`src/sfa_pkg.sv`:
```
// sfa_pkg: constants and types for the status flag aggregator.
// assumes a single 100 MHz ref_clk domain and synchronous reset.
package sfa_pkg;
   // alarm classes A..F occupy bits 0..5
   localparam int         NUM_CLASSES    = 6;
   localparam logic [5:0] ALL_MASK       = 6'h3F;
   localparam logic [5:0] WARN_MASK      = 6'h03;
   localparam logic [5:0] CRIT_MASK      = 6'h3C;
   localparam logic [5:0] CENTRAL_MASK   = 6'h3E;
   localparam logic [5:0] NEWALM_MASK    = 6'h3E;
   // timing
   localparam int         CLK_PERIOD_NS  = 10;
   localparam int         MS_NS          = 1000000;
   localparam int         MS_TICK_CYCLES = MS_NS / CLK_PERIOD_NS;
   localparam int         ACK_PULSE_MS   = 40;
   localparam int         MS_CNT_W       = 17;
   localparam int         TIME_W         = 16;
   localparam int         VOLT_W         = 16;
   // remote control word and cascaded results
   localparam int         NUM_REMOTE     = 16;
   localparam int         CASC_FIRST     = 80;
   localparam int         CASC_LAST      = 99;
   localparam int         CASC_COUNT     = CASC_LAST - CASC_FIRST + 1;
   // reset and fixed values
   localparam logic       FLAG_RST       = 1'h0;
   localparam logic       LM_FALSE       = 1'h0;
   localparam logic       LM_TRUE        = 1'h1;

   typedef logic [4:0] sfa_casc_idx_t;
   typedef enum {CASC_SCAN, CASC_PUBLISH} sfa_casc_state_e;
endpackage : sfa_pkg

```
`src/sfa_casc_if.sv`:
```
// sfa_casc_if: links the cascade sequencer to the top module.
// assumes the equation engine answers val in the same cycle as idx.
interface sfa_casc_if;
   import sfa_pkg::*;
   sfa_casc_idx_t         idx;
   logic                  val;
   logic [CASC_COUNT-1:0] work;
   logic [CASC_COUNT-1:0] results;
   logic                  pass_done;

   modport ctrl (input val, output idx, output work, output results, output pass_done);
   modport user (output val, input idx, input work, input results, input pass_done);
endinterface : sfa_casc_if

```
`src/sfa_cascade.sv`:
```
// sfa_cascade: steps through cascaded equation results in index order.
// assumes the outside engine evaluates the equation named by idx from
// work (results of lower indices already updated in this pass).
module sfa_cascade
   import sfa_pkg::*;
(
   // clock and control
   input  wire logic  ref_clk,
   input  wire logic  reset,
   input  wire logic  clk_en,
   // sequencer side of the link
   sfa_casc_if.ctrl   cif
);
   import sfa_pkg::*;

   localparam sfa_casc_idx_t IDX_LAST = sfa_casc_idx_t'(CASC_COUNT - 1);

   sfa_casc_state_e       state_q;
   sfa_casc_idx_t         idx_q;
   logic [CASC_COUNT-1:0] work_q;
   logic [CASC_COUNT-1:0] results_q;
   logic                  done_q;

   // scan lowest index first, then publish the whole pass
   always_ff @(posedge ref_clk)
   begin
      if (reset)
      begin
         state_q <= CASC_SCAN;
         idx_q   <= '0;
      end
      else if (clk_en)
      begin
         case (state_q)
            CASC_SCAN:
            begin
               if (idx_q == IDX_LAST)
               begin
                  state_q <= CASC_PUBLISH;
                  idx_q   <= '0;
               end
               else
               begin
                  idx_q <= idx_q + 5'h1;
               end
            end
            CASC_PUBLISH: state_q <= CASC_SCAN;
            default:      state_q <= CASC_SCAN;
         endcase
      end
   end

   // working copy feeds later equations of the same pass
   always_ff @(posedge ref_clk)
   begin
      if (reset)
         work_q <= '0;
      else if (clk_en && state_q == CASC_SCAN)
         work_q[idx_q] <= cif.val;
   end

   // published results change only between passes
   always_ff @(posedge ref_clk)
   begin
      if (reset)
      begin
         results_q <= '0;
         done_q    <= FLAG_RST;
      end
      else if (clk_en)
      begin
         done_q <= (state_q == CASC_PUBLISH);
         if (state_q == CASC_PUBLISH)
            results_q <= work_q;
      end
   end

   assign cif.idx       = idx_q;
   assign cif.work      = work_q;
   assign cif.results   = results_q;
   assign cif.pass_done = done_q;
endmodule : sfa_cascade

```
`src/sfa_top.sv`:
```
// sfa_top: boolean command flags read by the configurable logic equations.
// assumes alarm states, range checks, commands and timers come from logic
// on ref_clk; the operator panel button and breaker replies are pins.
// Contract
// - one flag per alarm class A-F
// - all-classes flag from any class A-F
// - warning flag from class A or B
// - critical flag from class C-F
// - centralized flag from classes B-F
// - new-alarm flag set B-F, held until acknowledge
// - constant false and true flags
// - volt/freq ok per location needs both
// - dead bus while voltage below maximum
// - horn on new alarm, drops after time
// - acknowledge is a roughly 40 ms pulse
// - acknowledge from button or equation output
// - mains breaker closed while reply de-energized
// - group breaker closed while reply de-energized
// - mains settling in group/load-switch mode only
// - group breaker released: dead-bus release or sync
// - sixteen remote-control flags from control word
// - cascaded results evaluated in index order
// - any generator breaker in group closed
// - emergency run request on mains failure
// - breaker open/close/sync activity flags
module sfa_top
   import sfa_pkg::*;
#(
   parameter int NUM_GEN      = 8,
   parameter int MS_TICK      = MS_TICK_CYCLES
)
(
   // clock and control
   input  wire logic                          ref_clk,
   input  wire logic                          reset,
   input  wire logic                          clk_en,
   // alarm states
   input  wire logic [sfa_pkg::NUM_CLASSES-1:0] alarm_class_active,
   input  wire logic [sfa_pkg::NUM_CLASSES-1:0] alarm_class_trig,
   // acknowledge sources
   input  wire logic                          ack_button_pin,
   input  wire logic                          ack_equation,
   // range checks and measurement
   input  wire logic                          gg_volt_ok,
   input  wire logic                          gg_freq_ok,
   input  wire logic                          bus_volt_ok,
   input  wire logic                          bus_freq_ok,
   input  wire logic                          mains_volt_ok,
   input  wire logic                          mains_freq_ok,
   input  wire logic [sfa_pkg::VOLT_W-1:0]    bus_voltage,
   input  wire logic [sfa_pkg::VOLT_W-1:0]    dead_bus_max_volt,
   input  wire logic [sfa_pkg::TIME_W-1:0]    horn_reset_ms,
   // breaker replies (pins) and breaker activity
   input  wire logic                          mains_breaker_reply_input,
   input  wire logic                          group_breaker_reply_input,
   input  wire logic [NUM_GEN-1:0]            generator_breaker_closed,
   input  wire logic                          group_breaker_dead_bus_rel,
   input  wire logic                          group_breaker_sync_busy,
   input  wire logic                          mains_breaker_open_cmd,
   input  wire logic                          mains_breaker_close_cmd,
   input  wire logic                          mains_breaker_sync_req,
   input  wire logic                          group_breaker_open_cmd,
   input  wire logic                          group_breaker_close_cmd,
   input  wire logic                          group_breaker_sync_req,
   // mains supervision
   input  wire logic                          mains_failure,
   input  wire logic                          mains_settle_expired,
   input  wire logic                          group_or_load_switch_mode,
   // remote control word and equation engine
   input  wire logic [sfa_pkg::NUM_REMOTE-1:0] remote_ctrl_word,
   input  wire logic                          casc_val,
   output logic [4:0]                         casc_idx,
   output logic [sfa_pkg::CASC_COUNT-1:0]     casc_work,
   output logic [sfa_pkg::CASC_COUNT-1:0]     casc_results,
   output logic                               casc_pass_done,
   // alarm flags
   output logic [sfa_pkg::NUM_CLASSES-1:0]    class_flags,
   output logic                               all_alarm_flag,
   output logic                               warning_flag,
   output logic                               critical_flag,
   output logic                               central_flag,
   output logic                               new_alarm_flag,
   output logic                               horn_flag,
   output logic                               ack_flag,
   // system condition flags
   output logic                               lm_false,
   output logic                               lm_true,
   output logic                               gg_volt_freq_ok,
   output logic                               bus_volt_freq_ok,
   output logic                               mains_volt_freq_ok,
   output logic                               dead_bus_flag,
   // application flags
   output logic                               mains_breaker_closed,
   output logic                               group_breaker_closed,
   output logic                               mains_settling,
   output logic                               group_breaker_released,
   output logic                               gen_breaker_any_closed,
   output logic                               emerg_run_request,
   output logic                               mains_breaker_open_act,
   output logic                               mains_breaker_close_act,
   output logic                               mains_breaker_sync_act,
   output logic                               group_breaker_open_act,
   output logic                               group_breaker_close_act,
   output logic                               group_breaker_sync_act,
   output logic [sfa_pkg::NUM_REMOTE-1:0]     remote_flags
);
   import sfa_pkg::*;

   localparam logic [MS_CNT_W-1:0] MS_LAST  = MS_CNT_W'(MS_TICK - 1);
   localparam logic [7:0]          ACK_LAST = 8'(ACK_PULSE_MS - 1);

   logic                ack_btn_s1_q, ack_btn_s2_q, ack_btn_s3_q;
   logic                mb_rep_s1_q, mb_rep_s2_q;
   logic                gb_rep_s1_q, gb_rep_s2_q;
   logic                ack_eq_prev_q;
   logic [MS_CNT_W-1:0] ms_cnt_q;
   logic                ms_tick;
   logic                ack_req, new_trig;
   logic [7:0]          ack_ms_q;
   logic [TIME_W-1:0]   horn_ms_q;

   sfa_casc_if casc_link ();

   // cascaded equation sequencer
   sfa_cascade u_cascade (
      .ref_clk (ref_clk),
      .reset   (reset),
      .clk_en  (clk_en),
      .cif     (casc_link.ctrl)
   );

   // engine answer in, sequencer state out
   assign casc_link.val  = casc_val;
   assign casc_idx       = casc_link.idx;
   assign casc_work      = casc_link.work;
   assign casc_results   = casc_link.results;
   assign casc_pass_done = casc_link.pass_done;

   // two-stage synchronisers for the pins
   always_ff @(posedge ref_clk)
   begin
      if (reset)
      begin
         ack_btn_s1_q <= FLAG_RST;
         ack_btn_s2_q <= FLAG_RST;
         ack_btn_s3_q <= FLAG_RST;
         mb_rep_s1_q  <= FLAG_RST;
         mb_rep_s2_q  <= FLAG_RST;
         gb_rep_s1_q  <= FLAG_RST;
         gb_rep_s2_q  <= FLAG_RST;
      end
      else if (clk_en)
      begin
         ack_btn_s1_q <= ack_button_pin;
         ack_btn_s2_q <= ack_btn_s1_q;
         ack_btn_s3_q <= ack_btn_s2_q; // edge history
         mb_rep_s1_q  <= mains_breaker_reply_input;
         mb_rep_s2_q  <= mb_rep_s1_q;
         gb_rep_s1_q  <= group_breaker_reply_input;
         gb_rep_s2_q  <= gb_rep_s1_q;
      end
   end

   // millisecond time base
   always_ff @(posedge ref_clk)
   begin
      if (reset)
         ms_cnt_q <= '0;
      else if (clk_en)
         ms_cnt_q <= ms_tick ? '0 : ms_cnt_q + 17'h1;
   end
   assign ms_tick = (ms_cnt_q == MS_LAST);

   // acknowledge request on rising edge of either source
   always_ff @(posedge ref_clk)
   begin
      if (reset)
         ack_eq_prev_q <= FLAG_RST;
      else if (clk_en)
         ack_eq_prev_q <= ack_equation;
   end
   assign ack_req  = (ack_btn_s2_q & ~ack_btn_s3_q) | (ack_equation & ~ack_eq_prev_q);
   assign new_trig = |(alarm_class_trig & NEWALM_MASK);

   // acknowledge pulse, stretched over the millisecond count
   always_ff @(posedge ref_clk)
   begin
      if (reset)
      begin
         ack_flag <= FLAG_RST;
         ack_ms_q <= '0;
      end
      else if (clk_en)
      begin
         if (ack_req)
         begin
            ack_flag <= 1'h1;
            ack_ms_q <= '0;
         end
         else if (ack_flag && ms_tick)
         begin
            if (ack_ms_q == ACK_LAST)
               ack_flag <= 1'h0;
            else
               ack_ms_q <= ack_ms_q + 8'h1;
         end
      end
   end

   // new-alarm latch; a trigger beats a concurrent acknowledge
   always_ff @(posedge ref_clk)
   begin
      if (reset)
         new_alarm_flag <= FLAG_RST;
      else if (clk_en)
         new_alarm_flag <= new_trig | (new_alarm_flag & ~ack_flag);
   end

   // horn: restarted by each new alarm, dropped after horn_reset_ms
   always_ff @(posedge ref_clk)
   begin
      if (reset)
      begin
         horn_flag <= FLAG_RST;
         horn_ms_q <= '0;
      end
      else if (clk_en)
      begin
         if (new_trig)
         begin
            horn_flag <= 1'h1;
            horn_ms_q <= '0;
         end
         else if (horn_flag && ms_tick)
         begin
            if ({1'h0, horn_ms_q} + 17'h1 >= {1'h0, horn_reset_ms})
               horn_flag <= 1'h0;
            else
               horn_ms_q <= horn_ms_q + 16'h1;
         end
      end
   end

   // mains settling; failure beats expiry, forced low outside the mode
   always_ff @(posedge ref_clk)
   begin
      if (reset)
         mains_settling <= FLAG_RST;
      else if (clk_en)
         mains_settling <= group_or_load_switch_mode &
                           (mains_failure | (mains_settling & ~mains_settle_expired));
   end

   // alarm aggregation, recomputed every cycle that clk_en is high
   always_ff @(posedge ref_clk)
   begin
      if (reset)
      begin
         class_flags    <= '0;
         all_alarm_flag <= FLAG_RST;
         warning_flag   <= FLAG_RST;
         critical_flag  <= FLAG_RST;
         central_flag   <= FLAG_RST;
      end
      else if (clk_en)
      begin
         class_flags    <= alarm_class_active;
         all_alarm_flag <= |(alarm_class_active & ALL_MASK);
         warning_flag   <= |(alarm_class_active & WARN_MASK);
         critical_flag  <= |(alarm_class_active & CRIT_MASK);
         central_flag   <= |(alarm_class_active & CENTRAL_MASK);
      end
   end

   // range combinations and breaker conditions
   always_ff @(posedge ref_clk)
   begin
      if (reset)
      begin
         gg_volt_freq_ok         <= FLAG_RST;
         bus_volt_freq_ok        <= FLAG_RST;
         mains_volt_freq_ok      <= FLAG_RST;
         dead_bus_flag           <= FLAG_RST;
         mains_breaker_closed    <= FLAG_RST;
         group_breaker_closed    <= FLAG_RST;
         group_breaker_released  <= FLAG_RST;
         gen_breaker_any_closed  <= FLAG_RST;
         emerg_run_request       <= FLAG_RST;
         mains_breaker_open_act  <= FLAG_RST;
         mains_breaker_close_act <= FLAG_RST;
         mains_breaker_sync_act  <= FLAG_RST;
         group_breaker_open_act  <= FLAG_RST;
         group_breaker_close_act <= FLAG_RST;
         group_breaker_sync_act  <= FLAG_RST;
      end
      else if (clk_en)
      begin
         gg_volt_freq_ok         <= gg_volt_ok & gg_freq_ok;
         bus_volt_freq_ok        <= bus_volt_ok & bus_freq_ok;
         mains_volt_freq_ok      <= mains_volt_ok & mains_freq_ok;
         dead_bus_flag           <= (bus_voltage < dead_bus_max_volt);
         mains_breaker_closed    <= ~mb_rep_s2_q;
         group_breaker_closed    <= ~gb_rep_s2_q;
         group_breaker_released  <= group_breaker_dead_bus_rel | group_breaker_sync_busy;
         gen_breaker_any_closed  <= |generator_breaker_closed;
         emerg_run_request       <= mains_failure;
         mains_breaker_open_act  <= mains_breaker_open_cmd;
         mains_breaker_close_act <= mains_breaker_close_cmd;
         mains_breaker_sync_act  <= mains_breaker_sync_req;
         group_breaker_open_act  <= group_breaker_open_cmd;
         group_breaker_close_act <= group_breaker_close_cmd;
         group_breaker_sync_act  <= group_breaker_sync_req;
      end
   end

   // remote flag n follows control word bit n
   for (genvar n = 0; n < NUM_REMOTE; n++)
   begin : g_remote
      always_ff @(posedge ref_clk)
      begin
         if (reset)
            remote_flags[n] <= FLAG_RST;
         else if (clk_en)
            remote_flags[n] <= remote_ctrl_word[n];
      end
   end

   // fixed equation defaults
   assign lm_false = LM_FALSE;
   assign lm_true  = LM_TRUE;

   // helper: length of the current acknowledge pulse in cycles
   logic [31:0] ack_hi_cnt_q;
   always_ff @(posedge ref_clk)
   begin
      if (reset || !ack_flag || (clk_en && ack_req))
         ack_hi_cnt_q <= '0; // a restart begins a new pulse
      else if (clk_en)
         ack_hi_cnt_q <= ack_hi_cnt_q + 32'h1;
   end
endmodule : sfa_top

```
`config.mk`:
```
export PLATFORM = sky130hd
export DESIGN_NAME = sfa_top
export DESIGN_NICKNAME = d
export VERILOG_FILES = /design/src/sfa_pkg.sv /design/src/sfa_casc_if.sv /design/src/sfa_cascade.sv /design/src/sfa_top.sv
export SDC_FILE = /design/constraint.sdc
export NUM_CORES = 1
export LEC_CHECK = 0
export ABC_AREA = 1
export CELL_PAD_IN_SITES_DETAIL_PLACEMENT = 1
export CELL_PAD_IN_SITES_GLOBAL_PLACEMENT = 1
export CORE_ASPECT_RATIO = 1.25
export CORE_MARGIN = 2
export CORE_UTILIZATION = 35
export CTS_CLUSTER_DIAMETER = 80
export CTS_CLUSTER_SIZE = 12
export DETAILED_ROUTE_END_ITERATION = 10
export DONT_BUFFER_PORTS = 1
export HOLD_SLACK_MARGIN = 0.03
export PLACE_DENSITY = 0.63
export SYNTH_ARGS = -nofsm -noshare
export SYNTH_HDL_FRONTEND = slang
export SYNTH_SLANG_ARGS = --single-unit
```
`constraint.sdc`:
```
create_clock -name ref_clk -period 7.3 [get_ports ref_clk]
set_input_delay 0.73 -clock ref_clk [delete_from_list [all_inputs] [get_ports ref_clk]]
set_output_delay 0.73 -clock ref_clk [all_outputs]
set_load 0.05 [all_outputs]
```
==> results of run 1 <==
==> cells in the mapped netlist (all sizes together) <==
library cell	n
nor2	216
conb	2
a21oi	72
a31oi	2
nor3	32
nand4	15
or2	1
o211a	1
clkbuf	31
o21a	4
o22ai	1
nand2	143
nand3	39
xor2	15
inv	126
clkinv	2
xnor2	1
nor4	2
dfxtp	141
nor3b	3
ha	38
nand3b	1
and2	1
buf	7
o21ai	98
o41ai	1
==> state kept, by name (all words and copies together), names as in the netlist, 5 cells and up <==
signal	flops
u_cascade.cif.results	20
u_cascade.cif.work	20
ms_cnt_q	17
horn_ms_q	16
remote_flags	16
ack_ms_q	8
class_flags	6
u_cascade.cif.idx	5
==> worst register-to-register path: stages, from the launching register on <==
cell                      delay (ps)
sky130_fd_sc_hd__dfxtp_1         420
sky130_fd_sc_hd__ha_1            210
sky130_fd_sc_hd__nand2_1          70
sky130_fd_sc_hd__inv_2            80
sky130_fd_sc_hd__nand2_4          70
sky130_fd_sc_hd__nor3_2          200
sky130_fd_sc_hd__nand2_1         120
sky130_fd_sc_hd__nor2_1          200
sky130_fd_sc_hd__nand2_1         100
sky130_fd_sc_hd__nor2_1          140
sky130_fd_sc_hd__nor2_1           90
sky130_fd_sc_hd__ha_1            320
sky130_fd_sc_hd__nand2_1          70
sky130_fd_sc_hd__o21ai_0         180
sky130_fd_sc_hd__nor2_1           60
sky130_fd_sc_hd__nor2_1          120
sky130_fd_sc_hd__nor2_2           50
sky130_fd_sc_hd__nand2_2         130
sky130_fd_sc_hd__nand2_4          80
sky130_fd_sc_hd__nand2_4         260
sky130_fd_sc_hd__nand2_1         100
sky130_fd_sc_hd__nand2_1          80
sky130_fd_sc_hd__nor2_1           60
==> layout make-up <==
class                      instances  area share [%]
clock buffer                      17            5.47
multi-input combinational        688            45.1
timing repair buffer               3           0.289
inverter                         128            6.17
sequential                       141            36.3
tap                              265            4.26
clock inverter                    15            2.44
==> per-stage QoR <==
step                hold slack [ps]  setup slack (ps)  util (%)  power, mW
floorplan                       405              4680         -       1.02
global placement                434              4020      36.7       1.04
detailed placement              427              3970      36.7       1.05
CTS                             357              3930      39.8       1.97
global route                    342              3640      39.8       2.03
finish                          369              4020      39.8       1.94
==> per-layer routing <==
layer,global-route usage (%),share of wire [%],up-vias
li1,-,-,3158
met1,21.1,42,2905
met2,32.9,49,153
met3,7.48,7.8,18
met4,4.64,1.2,0
met5,0,0,-
==> power groups by stage <==
| stage | clock network [mW] | registers [mW] | logic, mW |
|---|---|---|---|
| 4_1_cts | 0.937 | 0.890 | 0.141 |
| 2_1_floorplan | 0 | 0.898 | 0.120 |
| 6_report | 0.916 | 0.889 | 0.137 |
| 5_1_grt | 0.974 | 0.894 | 0.164 |
| 3_3_place_gp | 0 | 0.907 | 0.136 |
| 3_5_place_dp | 0 | 0.907 | 0.140 |
==> worst max path at each step <==
stage | start | endpoint | slack, ps
after global placement | horn_ms_q[0] | horn_ms_q[15] | 4020
after CTS | horn_ms_q[0] | horn_ms_q[11] | 3930
final | horn_ms_q[0] | horn_ms_q[11] | 4020
after floorplan | horn_ms_q[0] | horn_ms_q[10] | 4680
after global routing | horn_ms_q[0] | horn_ms_q[11] | 3640
after detailed placement | horn_ms_q[0] | horn_ms_q[9] | 3970
==> kinds of logic after synthesis <==
kind of cell | Yosys count | share of synthesized area (%)
other | 2 | 0.107
buffers and inverters | 166 | 9.38
DFF | 141 | 40.4
AOI/OAI and AO/OA | 179 | 13.3
adders and majority gates | 38 | 6.81
and+or+nand+nor | 453 | 28.0
xor gates and xnor gates | 16 | 2.01
==> flow_summary.html, run 1 <==
<table>
<tr><th>Metric</th><th>Value</th></tr>
<tr><th colspan="2">Run status</th></tr>
<tr><td>Run status</td><td>finished clean</td></tr>
<tr><th colspan="2">Yosys</th></tr>
<tr><td>Number of different library cells in the post-synthesis netlist</td><td>39</td></tr>
<tr><td>Share of Yosys cell area claimed by the top area cell type</td><td>around two fifths</td></tr>
<tr><td>Dominant cell type by area after synthesis</td><td>sky130_fd_sc_hd__dfxtp_1</td></tr>
<tr><td>Main area contributors after synthesis</td><td>sky130_fd_sc_hd__dfxtp_1 40%, sky130_fd_sc_hd__nor2_1 11%, sky130_fd_sc_hd__nand2_1 7.3%</td></tr>
<tr><td>Average size of a mapped cell</td><td>7.02 µm²</td></tr>
<tr><td>Post-Synthesis Cell Area</td><td>between 6000 and 7000 µm²</td></tr>
<tr><td>YS warnings</td><td>0</td></tr>
<tr><td>Register bit count reported by yosys</td><td>141</td></tr>
<tr><td>Gate Count Post-Synth</td><td>995</td></tr>
<tr><td>Share of the yosys chip area belonging to registers</td><td>40.4%</td></tr>
<tr><td>Synth Net Count</td><td>1142</td></tr>
<tr><th colspan="2">Pwr</th></tr>
<tr><td>Switching power share of the total</td><td>29.6%</td></tr>
<tr><td>Maximum ir drop on the vdd rail</td><td>0.000161 V</td></tr>
<tr><td>Net switching power</td><td>between 0.5 and 0.6 mW</td></tr>
<tr><td>Sequential Power Share</td><td>45.8%</td></tr>
<tr><td>Part of the total power dissipated in combinational logic</td><td>under 10%</td></tr>
<tr><td>Ratio of total power to cell area</td><td>250 nW/µm²</td></tr>
<tr><td>Clock network fraction of design power</td><td>47.2%</td></tr>
<tr><td>Standby leakage power</td><td>3.45 nW</td></tr>
<tr><td>Power Internal</td><td>about 1.4 mW</td></tr>
<tr><th colspan="2">CTS</th></tr>
<tr><td>Number of buffers created by CTS</td><td>17</td></tr>
<tr><td>Clock transition time at the flip-flop clock pins of the worst setup and hold paths</td><td>roughly 70 ps</td></tr>
<tr><td>Clock insertion delay at the later pin of the skew report</td><td>430 ps</td></tr>
<tr><td>Clock sinks</td><td>141</td></tr>
<tr><td>Clock Tree Buf Depth</td><td>2</td></tr>
<tr><td>TritonCTS clock tree</td><td>built</td></tr>
<tr><td>Hold bufs inserted after CTS</td><td>0</td></tr>
<tr><td>Number of buffers added for setup after CTS</td><td>0</td></tr>
<tr><td>Deepest level of the CTS H-tree</td><td>4</td></tr>
<tr><td>Number of gates given a new drive strength after cts</td><td>0</td></tr>
<tr><td>Library cell used as clock root buffer</td><td>sky130_fd_sc_hd__clkbuf_16</td></tr>
<tr><th colspan="2">Worst setup path</th></tr>
<tr><td>Critical-path cell with the highest stage delay</td><td>sky130_fd_sc_hd__dfxtp_1</td></tr>
<tr><td>Critical path startpoint category</td><td>flop</td></tr>
<tr><td>WP data arrival</td><td>3600 ps</td></tr>
<tr><td>Crit path cell chain</td><td>ha_1, nand2_1, inv_2, nand2_4, nor3_2, nand2_1, nor2_1, nand2_1, nor2_1, nor2_1, ha_1, nand2_1, o21ai_0, nor2_1, nor2_1, nor2_2, nand2_2, nand2_4, nand2_4, nand2_1, nand2_1, nor2_1</td></tr>
<tr><td>Top cell family by delay on the critical path</td><td>simple AND/OR/NAND/NOR gates</td></tr>
<tr><td>Total buffers and inverters traversed by the critical path</td><td>1</td></tr>
<tr><td>Setup slack of the worst register-to-register path</td><td>4020 ps</td></tr>
<tr><td>Required time at the endpoint of the critical path</td><td>7620 ps</td></tr>
<tr><td>Category of the most critical setup path</td><td>reg2reg</td></tr>
<tr><td>Worst Reg-to-Reg Cells</td><td>22</td></tr>
<tr><td>Number of gates on the worst path with buffers counted</td><td>22</td></tr>
<tr><td>Source of the worst register-to-register timing path</td><td>horn_ms_q[0]</td></tr>
<tr><td>Worst r2r dst</td><td>horn_ms_q[11]</td></tr>
<tr><td>CP max FO</td><td>30</td></tr>
<tr><td>Slowest cell delay on critical path</td><td>420 ps</td></tr>
<tr><td>Crit end category</td><td>flop</td></tr>
<tr><th colspan="2">Global route</th></tr>
<tr><td>Antenna violations before repair</td><td>0</td></tr>
<tr><td>Sum of overflow across all layers after global routing</td><td>0</td></tr>
<tr><td>Combined global-route utilization of all metal layers</td><td>18.7%</td></tr>
<tr><td>Global-route wire length before repair</td><td>31200 µm</td></tr>
<tr><td>Vias in the first global route</td><td>about 6300</td></tr>
<tr><td>Pin count of the biggest net entering global routing</td><td>72</td></tr>
<tr><th colspan="2">Cells and area</th></tr>
<tr><td>Ant diodes</td><td>0</td></tr>
<tr><td>Multi-input combinational cell area</td><td>~3500 µm²</td></tr>
<tr><td>Relative area change from synthesis to final layout</td><td>11.4%</td></tr>
<tr><td>Leading cell types in the layout, fill and taps excluded</td><td>209 x sky130_fd_sc_hd__nor2_1, 141 x sky130_fd_sc_hd__dfxtp_1, 135 x sky130_fd_sc_hd__nand2_1</td></tr>
<tr><td>Area of all placed cells without fillers</td><td>7780 µm²</td></tr>
<tr><td>Layout cells sized above 1</td><td>6.55%</td></tr>
<tr><td>Sequential cell area</td><td>2820 µm²</td></tr>
<tr><td>Post-layout instance count excluding filler cells</td><td>1257</td></tr>
<tr><td>Final-stage net count</td><td>~1100</td></tr>
<tr><td>Filler cells</td><td>roughly 2500</td></tr>
<tr><td>Most common cell after layout, fill and taps aside</td><td>sky130_fd_sc_hd__nor2_1</td></tr>
<tr><th colspan="2">Detailed routing</th></tr>
<tr><td>Count of routing violations after the opening detailed-route iteration</td><td>220</td></tr>
<tr><td>Drt pass-1 iters</td><td>4</td></tr>
<tr><td>Via/cell ratio</td><td>between 4 and 5</td></tr>
<tr><td>Total number of vias</td><td>6234</td></tr>
<tr><td>Wire per inst</td><td>15.2 µm</td></tr>
<tr><td>DRC violations left</td><td>0</td></tr>
<tr><td>Total routed wirelength</td><td>19100 µm</td></tr>
<tr><td>Number of antenna-violating nets in the routed design</td><td>0</td></tr>
<tr><th colspan="2">STA</th></tr>
<tr><td>Post-route clock skew</td><td>12.4 ps</td></tr>
<tr><td>Final slew viol count</td><td>0</td></tr>
<tr><td>Setup repair after global routing missed its margin</td><td>no</td></tr>
<tr><td>Final critical delay including setup and external delays</td><td>3280 ps</td></tr>
<tr><td>Measured slew at the worst slew-check pin</td><td>824 ps</td></tr>
<tr><td>Final hold violation count</td><td>0</td></tr>
<tr><td>Fmax</td><td>304 MHz</td></tr>
<tr><td># setup viols final</td><td>0</td></tr>
<tr><td>Final worst-path cycle share</td><td>45.0%</td></tr>
<tr><td>Max_slew headroom</td><td>45.0%</td></tr>
<tr><td>Final TNS setup</td><td>0 ps</td></tr>
<tr><th colspan="2">Hold path</th></tr>
<tr><td>Worst hold path type</td><td>in2reg</td></tr>
<tr><td>Hold path cells</td><td>1</td></tr>
<tr><td>Hold Path Sink</td><td>u_cascade.cif.work[14]</td></tr>
<tr><td>Start point of the worst hold path</td><td>reset</td></tr>
<tr><th colspan="2">Place</th></tr>
<tr><td>RD Place Congestion</td><td>0.779</td></tr>
<tr><td>HPWL reported at the end of detailed placement</td><td>around 14000 µm</td></tr>
<tr><td>DP Area</td><td>around 7000 µm²</td></tr>
<tr><td>Number of buffers inserted by port buffering</td><td>0</td></tr>
<tr><td>Placed Cells incl. Taps</td><td>1225</td></tr>
<tr><th colspan="2">Floorplanning</th></tr>
<tr><td>Initial Util</td><td>between 30% and 40%</td></tr>
<tr><td>Height of the die</td><td>162 µm</td></tr>
<tr><td>Die Area</td><td>21100 µm²</td></tr>
<tr><td>Total number of placement rows</td><td>57</td></tr>
<tr><td>Area inside the core boundary</td><td>19500 µm²</td></tr>
<tr><td>I/O Pins</td><td>202</td></tr>
<tr><td>Horizontal die dimension</td><td>130 µm</td></tr>
<tr><th colspan="2">Flow run</th></tr>
<tr><td>Max-cap check violation count</td><td>0</td></tr>
</table>
Power figures use the tool's default switching activity.
==> run 2: changes to the inputs <==
--- a/config.mk
+++ b/config.mk
@@ -16,7 +16,7 @@
 export DETAILED_ROUTE_END_ITERATION = 10
 export DONT_BUFFER_PORTS = 1
 export HOLD_SLACK_MARGIN = 0.03
-export PLACE_DENSITY = 0.63
+export PLACE_DENSITY = 0.65
 export SYNTH_ARGS = -nofsm -noshare
 export SYNTH_HDL_FRONTEND = slang
 export SYNTH_SLANG_ARGS = --single-unit
==> constraint.sdc (replaced) <==
create_clock -name ref_clk -period 2.7 [get_ports ref_clk]
set_input_delay 0.27 -clock ref_clk [delete_from_list [all_inputs] [get_ports ref_clk]]
set_output_delay 0.27 -clock ref_clk [all_outputs]
set_load 0.05 [all_outputs]
==> run 2 against run 1 <==
Compared with the run above:
- the run now ends with setup timing left
- via count is 8.0% higher
- clock skew is 2.7 ps lower
- worst setup slack worse by 4100 ps
- combinational power grew to 4.3 times the previous value
- sequential share of layout area is 5.2 points lower
- cell count is 8.6% higher
- flip-flop and latch count stayed put
- design area is 17% higher
- first-iteration DRC count is 21% higher
==> flow_summary.html, run 2 (synthesized netlist as in run 1, its figures left out) <==
<table>
<tr><th>Metric</th><th>Value</th></tr>
<tr><th colspan="2">Global route</th></tr>
<tr><td>Vias in the first global route</td><td>7231</td></tr>
<tr><td>Antenna violations before repair</td><td>0</td></tr>
<tr><td>Sum of overflow across all layers after global routing</td><td>0</td></tr>
<tr><td>Global-route wire length before repair</td><td>35600 µm</td></tr>
<tr><td>Combined global-route utilization of all metal layers</td><td>21.4%</td></tr>
<tr><td>Pin count of the biggest net entering global routing</td><td>43</td></tr>
<tr><th colspan="2">STA</th></tr>
<tr><td>Final slew viol count</td><td>0</td></tr>
<tr><td>Max_slew headroom</td><td>43.9%</td></tr>
<tr><td>Smallest hold slack</td><td>42.2 ps</td></tr>
<tr><td>Final worst-path cycle share</td><td>102%</td></tr>
<tr><td>Fmax</td><td>around 360 MHz</td></tr>
<tr><td>Setup repair after global routing missed its margin</td><td>yes</td></tr>
<tr><td>Measured slew at the worst slew-check pin</td><td>~840 ps</td></tr>
<tr><td>Final hold violation count</td><td>0</td></tr>
<tr><td>Final critical delay including setup and external delays</td><td>2760 ps</td></tr>
<tr><td>Worst path setup slack after routing</td><td>-56.7 ps</td></tr>
<tr><td>Post-route clock skew</td><td>~9.7 ps</td></tr>
<tr><td># setup viols final</td><td>16</td></tr>
<tr><th colspan="2">Detailed routing</th></tr>
<tr><td>Count of routing violations after the opening detailed-route iteration</td><td>267</td></tr>
<tr><td>Total number of vias</td><td>6732</td></tr>
<tr><td>Number of antenna-violating nets in the routed design</td><td>0</td></tr>
<tr><td>M1 wire length</td><td>8870 µm</td></tr>
<tr><td>Total routed wirelength</td><td>22600 µm</td></tr>
<tr><td>DRC violations left</td><td>0</td></tr>
<tr><td>Highest signal layer in the routed design</td><td>met4</td></tr>
<tr><td>Met2 wire len</td><td>11700 µm</td></tr>
<tr><td>Wire per inst</td><td>16.5 µm</td></tr>
<tr><td>Drt pass-1 iters</td><td>5</td></tr>
<tr><td>Via/cell ratio</td><td>slightly below 5</td></tr>
<tr><td>Detailed route wirelength on metal3</td><td>1580 µm</td></tr>
<tr><th colspan="2">CTS</th></tr>
<tr><td>Deepest level of the CTS H-tree</td><td>4</td></tr>
<tr><td>Library cell used as clock root buffer</td><td>sky130_fd_sc_hd__clkbuf_16</td></tr>
<tr><td>Clock Tree Buf Depth</td><td>2</td></tr>
<tr><td>Number of buffers created by CTS</td><td>17</td></tr>
<tr><td>TritonCTS clock tree</td><td>built</td></tr>
<tr><td>Clock transition time at the flip-flop clock pins of the worst setup and hold paths</td><td>60 ps</td></tr>
<tr><td>Clock insertion delay at the later pin of the skew report</td><td>430 ps</td></tr>
<tr><td>Clock sinks</td><td>~140</td></tr>
<tr><th colspan="2">Pwr</th></tr>
<tr><td>Power, Total</td><td>5.41 mW</td></tr>
<tr><td>Standby leakage power</td><td>4.00 nW</td></tr>
<tr><td>Ratio of total power to cell area</td><td>594 nW/µm²</td></tr>
<tr><td>Maximum ir drop on the vdd rail</td><td>around 0.00044 V</td></tr>
<tr><th colspan="2">Cells and area</th></tr>
<tr><td>Final-stage net count</td><td>~1200</td></tr>
<tr><td>Relative area change from synthesis to final layout</td><td>30.4%</td></tr>
<tr><td>Most common cell after layout, fill and taps aside</td><td>sky130_fd_sc_hd__nor2_1</td></tr>
<tr><td>Area of all placed cells without fillers</td><td>9110 µm²</td></tr>
<tr><td>Leading cell types in the layout, fill and taps excluded</td><td>197 x sky130_fd_sc_hd__nor2_1, 137 x sky130_fd_sc_hd__dfxtp_1, 115 x sky130_fd_sc_hd__nand2_1</td></tr>
<tr><td>Layout cells sized above 1</td><td>17.2%</td></tr>
<tr><td>Ant diodes</td><td>0</td></tr>
<tr><th colspan="2">Worst setup path</th></tr>
<tr><td>Setup slack of the worst register-to-register path</td><td>-60 ps</td></tr>
<tr><td>Crit end category</td><td>flop</td></tr>
<tr><td>CP max FO</td><td>7</td></tr>
<tr><td>Required time at the endpoint of the critical path</td><td>3020 ps</td></tr>
<tr><td>WP data arrival</td><td>3080 ps</td></tr>
<tr><td>Critical path startpoint category</td><td>flop</td></tr>
<tr><td>Category of the most critical setup path</td><td>reg2reg</td></tr>
<tr><th colspan="2">Run status</th></tr>
<tr><td>Failing checks</td><td>setup timing</td></tr>
<tr><td>Run status</td><td>finished with violations</td></tr>
<tr><th colspan="2">Place</th></tr>
<tr><td>Number of buffers inserted by port buffering</td><td>0</td></tr>
<tr><td>DP Area</td><td>7470 µm²</td></tr>
<tr><td>RD Place Congestion</td><td>0.811</td></tr>
<tr><td>HPWL reported at the end of detailed placement</td><td>between 10000 and 15000 µm</td></tr>
<tr><th colspan="2">Floorplanning</th></tr>
<tr><td>Initial Util</td><td>35.8%</td></tr>
<tr><td>Horizontal die dimension</td><td>130 µm</td></tr>
<tr><td>Height of the die</td><td>162 µm</td></tr>
<tr><td>Area inside the core boundary</td><td>19500 µm²</td></tr>
<tr><td>Total number of placement rows</td><td>57</td></tr>
<tr><td>I/O Pins</td><td>between 200 and 250</td></tr>
<tr><td>Die Area</td><td>21100 µm²</td></tr>
<tr><th colspan="2">Flow run</th></tr>
<tr><td>Max-cap check violation count</td><td>0</td></tr>
<tr><th colspan="2">Hold path</th></tr>
<tr><td>Worst hold path type</td><td>in2reg</td></tr>
</table>
## run 2: final cells by class
| class | instances | area, µm² |
|---|---|---|
| multi-input combinational | 691 | 3890 |
| tap | 265 | 332 |
| inverter | 128 | 480 |
| fill | 2413 | 10400 |
| sequential | 141 | 2830 |
| clock buffer | 20 | 457 |
| timing repair buffer | 108 | 975 |
| clock inverter | 12 | 148 |
## run 2: what timing repair did
| action | in CTS | in global routing |
|---|---|---|
| pin swaps | 26 | 35 |
| setup buffers | 12 | 6 |
| endpoints found under the hold margin | 84 | 1 |
| hold buffers | 47 | 1 |
| cloned | 3 | 0 |
| setup endpoints to repair | 17 | 17 |
| resized for setup | 27 | 60 |
## run 2: worst max-delay path, stage by stage, from the launching register on
cell and delay, ps:
sky130_fd_sc_hd__dfxtp_4 370, sky130_fd_sc_hd__ha_4 140, sky130_fd_sc_hd__nand2_2 50, sky130_fd_sc_hd__inv_2 70, sky130_fd_sc_hd__nand2_4 70, sky130_fd_sc_hd__nor3_4 190
sky130_fd_sc_hd__nand2_2 110, sky130_fd_sc_hd__nor2_4 110, sky130_fd_sc_hd__nand2_2 90, sky130_fd_sc_hd__nor2_4 120, sky130_fd_sc_hd__nor2_4 60, sky130_fd_sc_hd__ha_4 280
sky130_fd_sc_hd__nand2_4 50, sky130_fd_sc_hd__o21ai_2 120, sky130_fd_sc_hd__nor2_1 50, sky130_fd_sc_hd__nor2_1 120, sky130_fd_sc_hd__nor2_2 50, sky130_fd_sc_hd__nand2_2 120
sky130_fd_sc_hd__nand2_8 120, sky130_fd_sc_hd__nand2_8 150, sky130_fd_sc_hd__nand2_1 70, sky130_fd_sc_hd__nand2_1 80, sky130_fd_sc_hd__nor2_1 40
## run 2: power breakdown
group	switching [mW]	internal, mW	leakage, nW
combinational	0.354	0.240	2.55
clock	0.992	1.44	0.296
sequential	0.230	2.16	1.16
## run 2: metrics by stage
| step | instances | setup TNS (ps) | worst slack, ps | util, % |
|---|---|---|---|---|
| final | 1365 | -469 | -56.7 | 46.6 |
| after floorplan | 995 | 0 | 82.0 | - |
| after global placement | 1264 | -3640 | -244 | 38.2 |
| after global routing | 1365 | -3540 | -237 | 46.6 |
| after CTS | 1358 | -1860 | -140 | 45.0 |
| after detailed placement | 1264 | -5490 | -358 | 38.2 |
## run 2: layer usage
metal	track usage, %	vias to the layer above
met4	7.01	0
met1	22.6	3147
li1	-	3368
met2	39.6	186
met5	0	-
met3	7.08	31
## run 2: worst paths after layout
check               start              endpoint  cells after the start
max          horn_ms_q[0]          horn_ms_q[6]                     22
min                clk_en      remote_flags[13]                      2
max reg2reg  horn_ms_q[0]          horn_ms_q[6]                     22
min reg2reg   gb_rep_s2_q  group_breaker_closed                      1
